**config.mk**
```make
export PLATFORM = sky130hd
export DESIGN_NAME = dhc_decoder
export DESIGN_NICKNAME = d
export VERILOG_FILES = /design/src/dhc_pkg.sv /design/src/dhc_decoder.sv
export SDC_FILE = /design/constraint.sdc
export NUM_CORES = 1
export LEC_CHECK = 0
export BUFFER_PORTS_ARGS = -buffer_cell sky130_fd_sc_hd__buf_2
export CAP_MARGIN = 20
export CORE_MARGIN = 1.5
export CORE_UTILIZATION = 50
export CTS_CLUSTER_DIAMETER = 120
export DETAILED_ROUTE_END_ITERATION = 8
export GPL_TIMING_DRIVEN = 0
export PLACE_DENSITY_LB_ADDON = 0.25
export SYNTH_ARGS = -nofsm -noshare
export SYNTH_HDL_FRONTEND = slang
export SYNTH_SLANG_ARGS = --single-unit
```
**constraint.sdc**
```tcl
create_clock -name clk -period 6.2 [get_ports clk]
set_input_delay 0.31 -clock clk [delete_from_list [all_inputs] [get_ports clk]]
set_output_delay 0.31 -clock clk [all_outputs]
set_load 0.02 [all_outputs]
```
**src/dhc_pkg.sv**
```systemverilog
// Shared constants for the display host command decoder: opcodes, field
// positions, reset values and the register map of the Wishbone slave.
// Assumes a single 100 MHz system clock shared by decoder and bus.
package dhc_pkg;

  // ==========================================================================
  // Command opcodes
  localparam logic [7:0] OP_NOP = 8'h00;
  localparam logic [7:0] OP_SOFT_RESET = 8'h01;
  localparam logic [7:0] OP_GET_POWER = 8'h0a;
  localparam logic [7:0] OP_GET_ADDR = 8'h0b;
  localparam logic [7:0] OP_GET_PIXFMT = 8'h0c;
  localparam logic [7:0] OP_GET_SIGNAL = 8'h0e;
  localparam logic [7:0] OP_SLEEP_IN = 8'h10;
  localparam logic [7:0] OP_SLEEP_OUT = 8'h11;
  localparam logic [7:0] OP_PARTIAL = 8'h12;
  localparam logic [7:0] OP_NORMAL = 8'h13;
  localparam logic [7:0] OP_INVERT_OFF = 8'h20;
  localparam logic [7:0] OP_INVERT_ON = 8'h21;
  localparam logic [7:0] OP_DISPLAY_OFF = 8'h28;
  localparam logic [7:0] OP_DISPLAY_ON = 8'h29;
  localparam logic [7:0] OP_WRITE_START = 8'h2c;
  localparam logic [7:0] OP_READ_START = 8'h2e;
  localparam logic [7:0] OP_TEAR_OFF = 8'h34;
  localparam logic [7:0] OP_TEAR_ON = 8'h35;
  localparam logic [7:0] OP_SET_ADDR = 8'h36;
  localparam logic [7:0] OP_IDLE_OFF = 8'h38;
  localparam logic [7:0] OP_IDLE_ON = 8'h39;
  localparam logic [7:0] OP_SET_PIXFMT = 8'h3a;
  localparam logic [7:0] OP_WRITE_CONT = 8'h3c;
  localparam logic [7:0] OP_READ_CONT = 8'h3e;
  localparam logic [7:0] OP_TEAR_LINE = 8'h44;
  localparam logic [7:0] OP_SET_PIN_CONF = 8'hb8;
  localparam logic [7:0] OP_SET_PIN_VALUE = 8'hba;
  localparam logic [7:0] OP_GET_PIN_STATUS = 8'hbb;
  localparam logic [7:0] OP_SET_ROP_BASE = 8'hc8;
  localparam logic [7:0] OP_SET_PLL = 8'he0;

  // ==========================================================================
  // Field layouts and reset values
  localparam int PWR_IDLE_BIT = 6;
  localparam int PWR_PARTIAL_BIT = 5;
  localparam int PWR_SLEEP_BIT = 4;
  localparam int PWR_NORMAL_BIT = 3;
  localparam int PWR_DISPLAY_BIT = 2;
  localparam int PIXFMT_LSB = 4;
  localparam int SIGNAL_TEAR_BIT = 7;
  localparam logic [7:0] ADDR_MODE_MASK = 8'hfc;
  localparam logic [7:0] ADDR_MODE_RESET = 8'h00;
  localparam logic [2:0] PIXFMT_RESET = 3'h0;
  localparam logic [2:0] PIXFMT_RSVD_LO = 3'h0;
  localparam logic [2:0] PIXFMT_3BPP = 3'h1;
  localparam logic [2:0] PIXFMT_8BPP = 3'h2;
  localparam logic [2:0] PIXFMT_12BPP = 3'h3;
  localparam logic [2:0] PIXFMT_RSVD_HI = 3'h4;
  localparam logic [2:0] PIXFMT_16BPP = 3'h5;
  localparam logic [2:0] PIXFMT_18BPP = 3'h6;
  localparam logic [2:0] PIXFMT_24BPP = 3'h7;
  localparam logic [8:0] PIN_CONF_RESET = 9'h100;
  localparam int PIN_POWER_BIT = 8;
  localparam int PIN_COUNT = 4;

  // ==========================================================================
  // Wishbone register map (byte addresses)
  localparam logic [3:0] REG_STATUS = 4'h0;
  localparam logic [3:0] REG_PIN_CONF = 4'h4;
  localparam logic [3:0] REG_ROP = 4'h8;
  localparam logic [3:0] REG_TEAR = 4'hc;

  typedef enum logic [1:0] {DHC_MEM_IDLE, DHC_MEM_WRITE, DHC_MEM_READ} dhc_mem_t;

endpackage

```
**src/dhc_decoder.sv**
```systemverilog
// Display host command decoder: takes command and parameter bytes from the
// host port, keeps the configuration state and answers the status reads.
// Assumes host strobes come from same-clock logic; pins are synchronised.
//
// Operation
// [RQ1] Select low is opcode, high is parameter/pixel.
// [RQ2] Opcode 00 changes nothing, ends memory transfers.
// [RQ3] Opcode 01 restores configuration defaults only.
// [RQ4] Host waits 5 ms after soft reset.
// [RQ5] Host waits 120 ms before exit-sleep.
// [RQ6] Enter-sleep: panel off, pin zero low.
// [RQ7] Exit-sleep: panel on, pin zero high.
// [RQ8] Power-mode byte layout, normal bit resets one.
// [RQ9] Power-mode sleep bit reads inverted.
// [RQ10] Address-mode read reports memory ordering bits.
// [RQ11] Address-mode read reports refresh ordering bits.
// [RQ12] Pixel-format read: field 6:4, low codes.
// [RQ13] Pixel-format codes 101-111 are 16/18/24 bpp.
// [RQ14] Tear-on enables sync at front porch; off suppresses.
// [RQ15] Tear-scanline issues sync at host scanline.
// [RQ16] Write start from window start; continue resumes.
// [RQ17] Read start from window start; continue resumes.
// [RQ18] Partial restricts display; normal restores all.
// [RQ19] Invert on/off, frame memory untouched.
// [RQ20] Display off blanks, display on shows.
// [RQ21] Idle reduces colour depth, exit restores.
// [RQ22] Raster-op set ignored on plain general pins.
// [RQ23] Pin status: live level for inputs.
// [RQ24] PLL start enables PLL; reference until selected.
// [RQ25] Reserved or unknown opcodes change nothing.
//
// The register addresses and the Wishbone register port were left to the implementer.
`timescale 1ns/1ps
`default_nettype none

module dhc_decoder
  import dhc_pkg::*;
(
  input wire logic clk,
  input wire logic rst_b,
  input wire logic ce,
  input wire logic hostWr,
  input wire logic hostRd,
  input wire logic hostDc,
  input wire logic [7:0] hostData,
  output logic [7:0] hostRdData,
  output logic hostRdValid,
  input wire logic [7:0] fbRdData,
  output logic memWrEn,
  output logic memWrFirst,
  output logic [7:0] memWrData,
  output logic memRdEn,
  output logic memRdFirst,
  input wire logic vfpStart,
  input wire logic lineStart,
  input wire logic [15:0] lineNum,
  output logic tearOut,
  output logic panelOn,
  output logic partialOut,
  output logic invertOut,
  output logic idleOut,
  output logic [7:0] addrModeOut,
  output logic pixFmtValid,
  output logic pllEnable,
  output logic pllSelect,
  input wire logic [3:0] pinIn,
  input wire logic [3:0] lcdGen,
  output logic [3:0] pinOut,
  output logic [3:0] pinOe_b,
  input wire logic wb_cyc_i,
  input wire logic wb_stb_i,
  input wire logic wb_we_i,
  input wire logic [3:0] wb_adr_i,
  input wire logic [3:0] wb_sel_i,
  input wire logic [31:0] wb_dat_i,
  output logic [31:0] wb_dat_o,
  output logic wb_ack_o
);

  // ==========================================================================
  // Command stream decode
  logic [7:0] opcode;
  logic [7:0] paramIdx;
  dhc_mem_t memMode;
  logic memFirst;
  logic cmdWr;
  logic parWr;
  logic cfgClr;
  logic wbWr;

  // Select low marks an opcode, select high a parameter or pixel byte.
  assign cmdWr = ce && hostWr && !hostDc; // [RQ1]
  assign parWr = ce && hostWr && hostDc; // [RQ1]
  assign cfgClr = cmdWr && (hostData == OP_SOFT_RESET); // [RQ3]
  assign wbWr = ce && wb_cyc_i && wb_stb_i && wb_we_i && wb_ack_o; // Lands at the ack edge.

  // Latch the current opcode and count its parameter bytes.
  always_ff @(posedge clk) begin
    if (!rst_b) begin
      opcode <= OP_NOP;
      paramIdx <= 8'h00;
    end else if (cmdWr) begin
      opcode <= hostData;
      paramIdx <= 8'h00;
    end else if (parWr && paramIdx != 8'hff) begin
      paramIdx <= paramIdx + 8'h01;
    end
  end

  // Memory transfer state; any new opcode, nop included, ends a transfer.
  always_ff @(posedge clk) begin
    if (!rst_b) begin
      memMode <= DHC_MEM_IDLE;
      memFirst <= 1'b0;
    end else if (cmdWr) begin
      memFirst <= (hostData == OP_WRITE_START) || (hostData == OP_READ_START);
      case (hostData)
        OP_WRITE_START, OP_WRITE_CONT: memMode <= DHC_MEM_WRITE; // [RQ16]
        OP_READ_START, OP_READ_CONT: memMode <= DHC_MEM_READ; // [RQ17]
        default: memMode <= DHC_MEM_IDLE; // [RQ2]
      endcase
    end else if ((parWr && memMode == DHC_MEM_WRITE) ||
                 (ce && hostRd && memMode == DHC_MEM_READ)) begin
      memFirst <= 1'b0;
    end
  end

  // Pixel and read strobes to the frame-buffer sequencer; first marks a restart.
  always_ff @(posedge clk) begin
    if (!rst_b) begin
      memWrEn <= 1'b0;
      memWrFirst <= 1'b0;
      memWrData <= 8'h00;
      memRdEn <= 1'b0;
      memRdFirst <= 1'b0;
    end else if (ce) begin
      memWrEn <= parWr && memMode == DHC_MEM_WRITE; // [RQ16]
      memWrFirst <= memFirst;
      memRdEn <= hostRd && memMode == DHC_MEM_READ; // [RQ17]
      memRdFirst <= memFirst;
      if (parWr) begin
        memWrData <= hostData;
      end
    end
  end

  // ==========================================================================
  // Configuration state; soft reset returns all of it to defaults.
  logic sleepOn;
  logic displayOn;
  logic partialOn;
  logic invertOn;
  logic idleOn;
  logic tearOn;
  logic tearLineOn;
  logic [15:0] tearLine;
  logic [7:0] addrMode;
  logic [2:0] pixFmt;
  logic pllEn;
  logic pllSel;

  // Mode switches. Unlisted opcodes fall to the default and touch nothing.
  always_ff @(posedge clk) begin
    if (!rst_b || cfgClr) begin // [RQ3]
      sleepOn <= 1'b1;
      displayOn <= 1'b0;
      partialOn <= 1'b0;
      invertOn <= 1'b0;
      idleOn <= 1'b0;
      pllEn <= 1'b0;
      pllSel <= 1'b0;
    end else if (cmdWr) begin
      case (hostData)
        OP_SLEEP_IN: sleepOn <= 1'b1; // [RQ6]
        OP_SLEEP_OUT: sleepOn <= 1'b0; // [RQ7]
        OP_PARTIAL: partialOn <= 1'b1; // [RQ18]
        OP_NORMAL: partialOn <= 1'b0; // [RQ18]
        OP_INVERT_ON: invertOn <= 1'b1; // [RQ19]
        OP_INVERT_OFF: invertOn <= 1'b0; // [RQ19]
        OP_DISPLAY_ON: displayOn <= 1'b1; // [RQ20]
        OP_DISPLAY_OFF: displayOn <= 1'b0; // [RQ20]
        OP_IDLE_ON: idleOn <= 1'b1; // [RQ21]
        OP_IDLE_OFF: idleOn <= 1'b0; // [RQ21]
        default: sleepOn <= sleepOn; // [RQ2] [RQ25]
      endcase
    end else if (parWr && opcode == OP_SET_PLL && paramIdx == 8'h00) begin
      pllEn <= hostData[0]; // [RQ24]
      pllSel <= hostData[1] && hostData[0];
    end
  end

  // Parameterised settings: address mode, pixel format and tear control.
  always_ff @(posedge clk) begin
    if (!rst_b || cfgClr) begin
      tearOn <= 1'b0;
      tearLineOn <= 1'b0;
      tearLine <= 16'h0000;
      addrMode <= ADDR_MODE_RESET;
      pixFmt <= PIXFMT_RESET;
    end else if (cmdWr && hostData == OP_TEAR_OFF) begin
      tearOn <= 1'b0; // [RQ14]
      tearLineOn <= 1'b0;
    end else if (cmdWr && hostData == OP_TEAR_ON) begin
      tearOn <= 1'b1; // [RQ14]
      tearLineOn <= 1'b0;
    end else if (parWr) begin
      if (opcode == OP_SET_ADDR && paramIdx == 8'h00) begin
        addrMode <= hostData & ADDR_MODE_MASK; // [RQ10] [RQ11]
      end
      if (opcode == OP_SET_PIXFMT && paramIdx == 8'h00) begin
        pixFmt <= hostData[PIXFMT_LSB +: 3]; // [RQ12]
      end
      if (opcode == OP_TEAR_LINE && paramIdx == 8'h00) begin
        tearLine[15:8] <= hostData;
      end
      if (opcode == OP_TEAR_LINE && paramIdx == 8'h01) begin
        tearLine[7:0] <= hostData; // [RQ15]
        tearOn <= 1'b1;
        tearLineOn <= 1'b1;
      end
    end
  end

  // ==========================================================================
  // General pins: configuration, values and raster-op settings.
  logic [8:0] pinConf;
  logic [3:0] pinVal;
  logic [7:0] ropCfg [PIN_COUNT];
  logic [3:0] pinSync1;
  logic [3:0] pinSync2;
  logic pin0Power;

  // Pin zero follows sleep only when it is neither plain general nor LCD.
  assign pin0Power = pinConf[PIN_POWER_BIT] && !pinConf[4];

  // Bits 3:0 drive enable per pin, 7:4 LCD signal select, 8 power control.
  always_ff @(posedge clk) begin
    if (!rst_b || cfgClr) begin
      pinConf <= PIN_CONF_RESET;
    end else if (wbWr && wb_adr_i == REG_PIN_CONF && wb_sel_i[0]) begin
      pinConf <= {wb_dat_i[8] & wb_sel_i[1], wb_dat_i[7:0]};
    end else if (parWr && opcode == OP_SET_PIN_CONF && paramIdx == 8'h00) begin
      pinConf[7:0] <= hostData;
    end else if (parWr && opcode == OP_SET_PIN_CONF && paramIdx == 8'h01) begin
      pinConf[PIN_POWER_BIT] <= hostData[0];
    end
  end

  // Programmed pin values; sleep commands steer pin zero in power mode.
  always_ff @(posedge clk) begin
    if (!rst_b || cfgClr) begin
      pinVal <= 4'h0;
    end else if (cmdWr && hostData == OP_SLEEP_IN && pin0Power) begin
      pinVal[0] <= 1'b0; // [RQ6]
    end else if (cmdWr && hostData == OP_SLEEP_OUT && pin0Power) begin
      pinVal[0] <= 1'b1; // [RQ7]
    end else if (parWr && opcode == OP_SET_PIN_VALUE && paramIdx == 8'h00) begin
      pinVal <= hostData[3:0];
    end
  end

  // Two-stage synchroniser for the pin levels; only stage two is read.
  always_ff @(posedge clk) begin
    if (!rst_b) begin
      pinSync1 <= 4'h0;
      pinSync2 <= 4'h0;
    end else if (ce) begin
      pinSync1 <= pinIn;
      pinSync2 <= pinSync1;
    end
  end

  // Per-pin raster-op storage and pin drivers, one slice per pin.
  for (genvar p = 0; p < PIN_COUNT; p++) begin : g_pin
    always_ff @(posedge clk) begin
      if (!rst_b || cfgClr) begin
        ropCfg[p] <= 8'h00;
      end else if (parWr && paramIdx == 8'h00 &&
                   opcode == OP_SET_ROP_BASE + 8'(2 * p) && pinConf[4 + p]) begin
        ropCfg[p] <= hostData; // [RQ22]
      end
    end
    always_ff @(posedge clk) begin
      if (!rst_b) begin
        pinOut[p] <= 1'b0;
        pinOe_b[p] <= 1'b1;
      end else if (ce) begin
        pinOut[p] <= pinConf[4 + p] ? lcdGen[p] : pinVal[p];
        pinOe_b[p] <= !(pinConf[4 + p] || pinConf[p]);
      end
    end
  end

  // ==========================================================================
  // Host read answers and status outputs.
  logic [7:0] powerByte;
  logic [7:0] statusByte;

  assign powerByte = (8'(idleOn) << PWR_IDLE_BIT) | (8'(partialOn) << PWR_PARTIAL_BIT) |
                     (8'(!sleepOn) << PWR_SLEEP_BIT) | // [RQ9]
                     (8'(!partialOn) << PWR_NORMAL_BIT) | // [RQ8]
                     (8'(displayOn) << PWR_DISPLAY_BIT);

  // Pins with drive enable bit clear show their live level, pins with it set their programmed value.
  always_comb begin
    case (opcode)
      OP_GET_POWER: statusByte = powerByte; // [RQ8]
      OP_GET_ADDR: statusByte = addrMode; // [RQ10] [RQ11]
      OP_GET_PIXFMT: statusByte = 8'(pixFmt) << PIXFMT_LSB; // [RQ12]
      OP_GET_SIGNAL: statusByte = 8'(tearOn) << SIGNAL_TEAR_BIT;
      OP_GET_PIN_STATUS: statusByte = {4'h0, (pinSync2 & ~pinConf[3:0]) |
                                       (pinVal & pinConf[3:0])}; // [RQ23]
      default: statusByte = 8'h00;
    endcase
  end

  // Read data is answered one cycle after the read strobe.
  always_ff @(posedge clk) begin
    if (!rst_b) begin
      hostRdData <= 8'h00;
      hostRdValid <= 1'b0;
    end else if (ce) begin
      hostRdValid <= hostRd;
      if (hostRd) begin
        hostRdData <= (memMode == DHC_MEM_READ) ? fbRdData : statusByte; // [RQ17]
      end
    end
  end

  // Panel-facing state and the tear indication.
  always_ff @(posedge clk) begin
    if (!rst_b) begin
      panelOn <= 1'b0;
      partialOut <= 1'b0;
      invertOut <= 1'b0;
      idleOut <= 1'b0;
      addrModeOut <= ADDR_MODE_RESET;
      pixFmtValid <= 1'b0;
      pllEnable <= 1'b0;
      pllSelect <= 1'b0;
      tearOut <= 1'b0;
    end else if (ce) begin
      panelOn <= displayOn && !sleepOn; // [RQ20] [RQ6] [RQ7]
      partialOut <= partialOn; // [RQ18]
      invertOut <= invertOn; // [RQ19]
      idleOut <= idleOn; // [RQ21]
      addrModeOut <= addrMode;
      pixFmtValid <= (pixFmt != PIXFMT_RSVD_LO) && (pixFmt != PIXFMT_RSVD_HI); // [RQ13]
      pllEnable <= pllEn; // [RQ24]
      pllSelect <= pllSel;
      tearOut <= tearOn && (tearLineOn ? (lineStart && lineNum == tearLine)
                                       : vfpStart); // [RQ14] [RQ15]
    end
  end

  // ==========================================================================
  // Wishbone slave: one wait state, unmapped addresses read zero.
  always_ff @(posedge clk) begin
    if (!rst_b) begin
      wb_ack_o <= 1'b0;
      wb_dat_o <= 32'h0000_0000;
    end else if (ce) begin
      wb_ack_o <= wb_cyc_i && wb_stb_i && !wb_ack_o;
      case (wb_adr_i)
        REG_STATUS: wb_dat_o <= {10'h000, pllSel, pllEn, tearOn, pixFmt, addrMode, powerByte};
        REG_PIN_CONF: wb_dat_o <= {23'h000000, pinConf};
        REG_ROP: wb_dat_o <= {ropCfg[3], ropCfg[2], ropCfg[1], ropCfg[0]};
        REG_TEAR: wb_dat_o <= {15'h0000, tearLineOn, tearLine};
        default: wb_dat_o <= 32'h0000_0000;
      endcase
    end
  end

  // ==========================================================================
  // Checks on the decoded behaviour.
  nop_holds_a: assert property (@(posedge clk) disable iff (!rst_b || !ce)
    cmdWr && hostData == OP_NOP |=> $stable(sleepOn) && $stable(displayOn) &&
    $stable(addrMode) && memMode == DHC_MEM_IDLE) else $error("nop changed state"); // [RQ2]
  soft_reset_a: assert property (@(posedge clk) disable iff (!rst_b)
    cfgClr |=> addrMode == ADDR_MODE_RESET && !tearOn && sleepOn && pixFmt == PIXFMT_RESET)
    else $error("soft reset left config"); // [RQ3]
  sleep_pin_a: assert property (@(posedge clk) disable iff (!rst_b)
    cmdWr && hostData == OP_SLEEP_IN && pin0Power && !pinConf[0] |=> !pinVal[0])
    else $error("sleep did not lower pin zero"); // [RQ6]
  wake_pin_a: assert property (@(posedge clk) disable iff (!rst_b)
    cmdWr && hostData == OP_SLEEP_OUT && !pin0Power |=> $stable(pinVal[0]))
    else $error("wake touched unpowered pin"); // [RQ7]
  power_read_a: assert property (@(posedge clk) disable iff (!rst_b || !ce)
    hostRd && opcode == OP_GET_POWER && memMode == DHC_MEM_IDLE |=>
    hostRdValid && hostRdData[PWR_SLEEP_BIT] == !$past(sleepOn) && hostRdData[1:0] == 2'b00)
    else $error("power byte wrong"); // [RQ8] [RQ9]
  tear_off_a: assert property (@(posedge clk) disable iff (!rst_b || !ce)
    !tearOn |=> !tearOut) else $error("tear while disabled"); // [RQ14]
  write_stream_a: assert property (@(posedge clk) disable iff (!rst_b || !ce)
    cmdWr && hostData == OP_WRITE_START ##1 !hostWr ##1 parWr |=> memWrEn && memWrFirst)
    else $error("write start lost"); // [RQ16]
  rop_guard_a: assert property (@(posedge clk) disable iff (!rst_b)
    !pinConf[4] && !cfgClr |=> $stable(ropCfg[0]))
    else $error("rop changed on general pin"); // [RQ22]
  panel_on_a: assert property (@(posedge clk) disable iff (!rst_b || !ce)
    displayOn && !sleepOn |=> panelOn) else $error("panel not shown"); // [RQ20]

endmodule

`default_nettype wire

```
==> run summary <==
For this run, the post-layout net count is 1,093. Max-cap violations in this run came to 0. The clock drives 181 sinks. 169 I/O pins were placed. In this run the cell area measured after placement is 8680 µm². The logs give 0.512 for the starting density of the core and 0.44 ns for the clock insertion delay at the later pin of the skew report.

On the critical path, the stage with the largest delay is an instance of sky130_fd_sc_hd__or4b_2. Row generation in the floorplan step produced 45 rows. The fraction of final layout cells sized beyond drive strength 1 was 0.193; the fraction of the mapped netlist area in compound gates was 0.138. The area growth from synthesis to layout is 20.4%. The highest achievable clock rate came out at 349 MHz.

The required time at the worst-slack endpoint was 6.55 ns; the largest fanout of any net on the critical path was 9. The first global-routing pass estimated 35.4 mm of wire. The number of enable-type register cells in the synthesized netlist is 32. The flip-flop and latch count after synthesis is 181.

For this run, the slowest stage of the critical path takes 0.81 ns. After synthesis, the largest family of logic cells by area is simple AND/OR/NAND/NOR gates. The flow ran to the end, and the final reports show no timing, DRC or antenna violations. The final weighted congestion of routability-driven global placement is 0.953. Buffers added to address setup during post-CTS repair amount to 0.

The logs give 62 for the number of distinct library cells after synthesis and 3.34 ns for the worst-case register-to-register setup slack. The area share of xor/xnor cells in the synthesized design is 0.0249. The cell sitting at the root of the clock tree is a sky130_fd_sc_hd__clkbuf_16.

For this design the ratio of total power to cell area is 273 nW/µm². The worst hold path passes through 3 cells. The tools report the combined global-route utilization of all metal layers as 0.290.

The tightest slew margin relative to the limit was 0.257; the width of the die was 127 µm. The tools report the number of hold-slack violations in the final timing report as 0. The run gives 3.56 nW as the static power due to leakage. The post-layout minimum cycle time was 2.86 ns; the data arrival at the endpoint of the critical path was 3.22 ns. Average cell area after synthesis: 9.22 µm². Setup violations remaining at the end of the flow were counted as 0.

The H-tree was split into 4 levels. The run gives 0 ns as the setup total negative slack. The worst hold path belongs to the class primary input to flip-flop.

Remaining antenna violation count after routing: 0. Type of the worst setup path: flip-flop to flip-flop. For the pin with the worst max-slew slack, the measured transition is 1.11 ns.

Clock-pin slew was measured on the worst setup and hold paths at 0.07 ns. The routed design has 23.6 mm of wire. For the portion of the post-synthesis area used by sequential elements, the log shows 0.509. The first-iteration detailed-routing DRC count was 829; the final max-slew violation count was 0. Across the VDD grid, the largest voltage drop is 172 µV.

Most common flop cell mapped by yosys: sky130_fd_sc_hd__dfxtp_1. The iteration count of the initial detailed-routing pass is 8. The final clock period utilization by the worst path is 0.462, and the worst setup skew after layout is 0.00925 ns. TritonCTS built the clock tree. STA classifies the critical path startpoint as a flip-flop.

The die is 127 µm tall. The number of remaining DRC errors was 0; the number of antenna violations at the first check in global routing was 0. The number of cells on the worst reg-to-reg path is 6. The number of hold buffers added after CTS was 0.

The number of buffers on the longest clock path was 2. The total overflow left after global routing is 0. Once the clock tree was built, the resizer swapped 0 gates to a different size. The count of yosys warnings during synthesis is 0, and the post-synthesis simple-gate area fraction is 0.211.

The mux contribution to synthesized area was 0.0806; the detailed-route vias per instance was 5.86. After technology mapping, the gate count stands at 840. The proportion of register bits with asynchronous set or reset after synthesis works out to 0. The count of buffers added on input and output ports is 138. Detailed placer's ending HPWL: 17.7 mm. The kind of end point of the critical path was a flip-flop. The number of global-route vias before repair was 6,305; the post-layout instance area was 9330 µm². The die covers 16,300 µm².

The arithmetic-cell share of the synthesized area counting full adders, half adders and majority gates works out to 0.00484. The total CTS buffers came out at 17. Walking the worst path, the cells encountered are clkbuf_1 -> nand4b_1 -> or4b_2 -> nor4_1 -> mux2_2 -> o211ai_1. After floorplanning, the core was sized to cover 15,100 µm². The number of antenna diodes in the final layout is 0. Entering global routing, the biggest net connects 17 pins. The routed layout has 7,034 vias.

The run gives 7750 µm² as the synthesized area. Setup repair after global routing left no endpoint under its margin. The per-cell routed wire length was 19.7 µm.
[layout by cell type, fill, tap and decap left out, types with 4 or more instances in the layout]
cell type and count:
sky130_fd_sc_hd__nand3_1 30, sky130_fd_sc_hd__nor3_1 11, sky130_fd_sc_hd__clkbuf_16 18, sky130_fd_sc_hd__a211oi_1 7, sky130_fd_sc_hd__clkbuf_1 48, sky130_fd_sc_hd__nand3b_1 4, sky130_fd_sc_hd__xor2_1 20, sky130_fd_sc_hd__nor2_1 117
sky130_fd_sc_hd__nor2b_1 7, sky130_fd_sc_hd__clkbuf_8 4, sky130_fd_sc_hd__and3_1 5, sky130_fd_sc_hd__a22o_1 4, sky130_fd_sc_hd__nand4_1 10, sky130_fd_sc_hd__a22oi_1 9, sky130_fd_sc_hd__a222oi_1 14, sky130_fd_sc_hd__mux2i_1 59
sky130_fd_sc_hd__buf_2 139, sky130_fd_sc_hd__nand2b_1 7, sky130_fd_sc_hd__inv_1 4, sky130_fd_sc_hd__edfxtp_1 32, sky130_fd_sc_hd__or3_1 6, sky130_fd_sc_hd__nor2_2 6, sky130_fd_sc_hd__a221oi_1 12, sky130_fd_sc_hd__o22ai_1 5
sky130_fd_sc_hd__nand2_1 104, sky130_fd_sc_hd__o21ai_0 50, sky130_fd_sc_hd__a21oi_1 57, sky130_fd_sc_hd__nor4_1 9, sky130_fd_sc_hd__buf_1 4, sky130_fd_sc_hd__dfxtp_1 149
[layer usage]
metal | global-route usage | vias to the layer above | part of all wire
met5 | 0 | - | 0
met4 | 0.104 | 0 | 0.025
met3 | 0.0574 | 46 | 0.086
met2 | 0.471 | 355 | 0.47
met1 | 0.387 | 3310 | 0.42
li1 | - | 3323 | -
[cell families after synthesis]
| logic type | count (synthesis) |
|---|---|
| buf+inv | 60 |
| xor+xnor | 22 |
| other cells | 1 |
| compound gates | 170 |
| mux | 62 |
| fa+ha+maj | 3 |
| simple gates | 341 |
| flops | 181 |
[flip-flops by register name (all words and copies together) (netlist names), 2 cells and up]
signal / cells
pinConf: 9
wb_dat_o: 32
opcode: 8
hostRdData: 8
pinVal: 4
tearLine: 16
pinOe_b: 4
ropCfg: 32
memMode: 2
addrModeOut: 6
pinSync1: 4
pinSync2: 4
pinOut: 4
memWrData: 8
paramIdx: 8
addrMode: 6
pixFmt: 3
[worst paths after layout]
| check | start | endpoint |
|---|---|---|
| setup / recovery | opcode[5]$_SDFFE_PN0P_ | pinConf[8]$_SDFFE_PP1P_ |
| hold / removal | pinIn[0] | pinSync1[0]$_SDFFE_PN0P_ |
| setup reg to reg | opcode[5]$_SDFFE_PN0P_ | pinConf[8]$_SDFFE_PP1P_ |
| hold reg to reg | wb_dat_o[14]$_SDFFE_PN0P_ | wb_dat_o[14]$_SDFFE_PN0P_ |
[worst max-delay path, delay by kind of cell (launching register included)]
kind	cells	cell delay (ns)
AO/OA/AOI/OAI	1	0.08
AND/OR/NAND/NOR	3	1.67
multiplexers	1	0.41
flip-flops	1	0.32
buffers and inverters	1	0.30
[cell usage after synthesis (6+ instances only)]
| cell | number | area, µm² |
|---|---|---|
| sky130_fd_sc_hd__xor2_1 | 20 | 175 |
| sky130_fd_sc_hd__mux2i_1 | 59 | 591 |
| sky130_fd_sc_hd__nand3_1 | 30 | 150 |
| sky130_fd_sc_hd__a22oi_1 | 9 | 67.6 |
| sky130_fd_sc_hd__nand4_1 | 10 | 62.6 |
| sky130_fd_sc_hd__o21ai_0 | 50 | 250 |
| sky130_fd_sc_hd__a221oi_1 | 12 | 105 |
| sky130_fd_sc_hd__nor2_1 | 117 | 439 |
| sky130_fd_sc_hd__nand2_1 | 104 | 390 |
| sky130_fd_sc_hd__nor3_1 | 11 | 55.1 |
| sky130_fd_sc_hd__nor2b_1 | 7 | 43.8 |
| sky130_fd_sc_hd__a222oi_1 | 14 | 140 |
| sky130_fd_sc_hd__nor4_1 | 9 | 56.3 |
| sky130_fd_sc_hd__a211oi_1 | 7 | 52.6 |
| sky130_fd_sc_hd__a21oi_1 | 57 | 285 |
| sky130_fd_sc_hd__nor2_2 | 6 | 37.5 |
| sky130_fd_sc_hd__or3_1 | 6 | 37.5 |
| sky130_fd_sc_hd__nand2b_1 | 7 | 43.8 |
| sky130_fd_sc_hd__edfxtp_1 | 32 | 961 |
| sky130_fd_sc_hd__dfxtp_1 | 149 | 2980 |
| sky130_fd_sc_hd__clkbuf_1 | 47 | 176 |
[report_power, final]
part | total, mW | internal (mW) | switching [mW]
Sequential | 1.22 | 1.21 | 0.00866
Combinational | 0.163 | 0.0503 | 0.113
Clock | 1.16 | 0.706 | 0.459
Total | 2.55 | 1.97 | 0.580
[layout make-up]
class,instances,area (µm²)
Fill cell,1320,5820
Sequential cell,181,3940
Clock inverter,9,138
Inverter,5,18.8
Clock buffer,23,509
Tap cell,188,235
Timing Repair Buffer,139,696
Buffer,55,225
Multi-Input combinational cell,600,3560
[per-stage QoR]
| step | cells | hold WS (ns) | utilization | setup WS (ns) | power [mW] |
|---|---|---|---|---|---|
| 5_1_grt | 1200 | 0.126 | 0.616 | 3.24 | 2.62 |
| 4_1_cts | 1200 | 0.112 | 0.616 | 3.42 | 2.55 |
| 3_3_place_gp | 1167 | 0.431 | 0.573 | 3.29 | 1.41 |
| 3_5_place_dp | 1168 | 0.439 | 0.573 | 3.36 | 1.41 |
| 2_1_floorplan | 841 | 0.446 | - | 3.72 | 1.34 |
| 6_report | 1200 | 0.115 | 0.616 | 3.34 | 2.55 |
(Power assumes the default switching activity.)
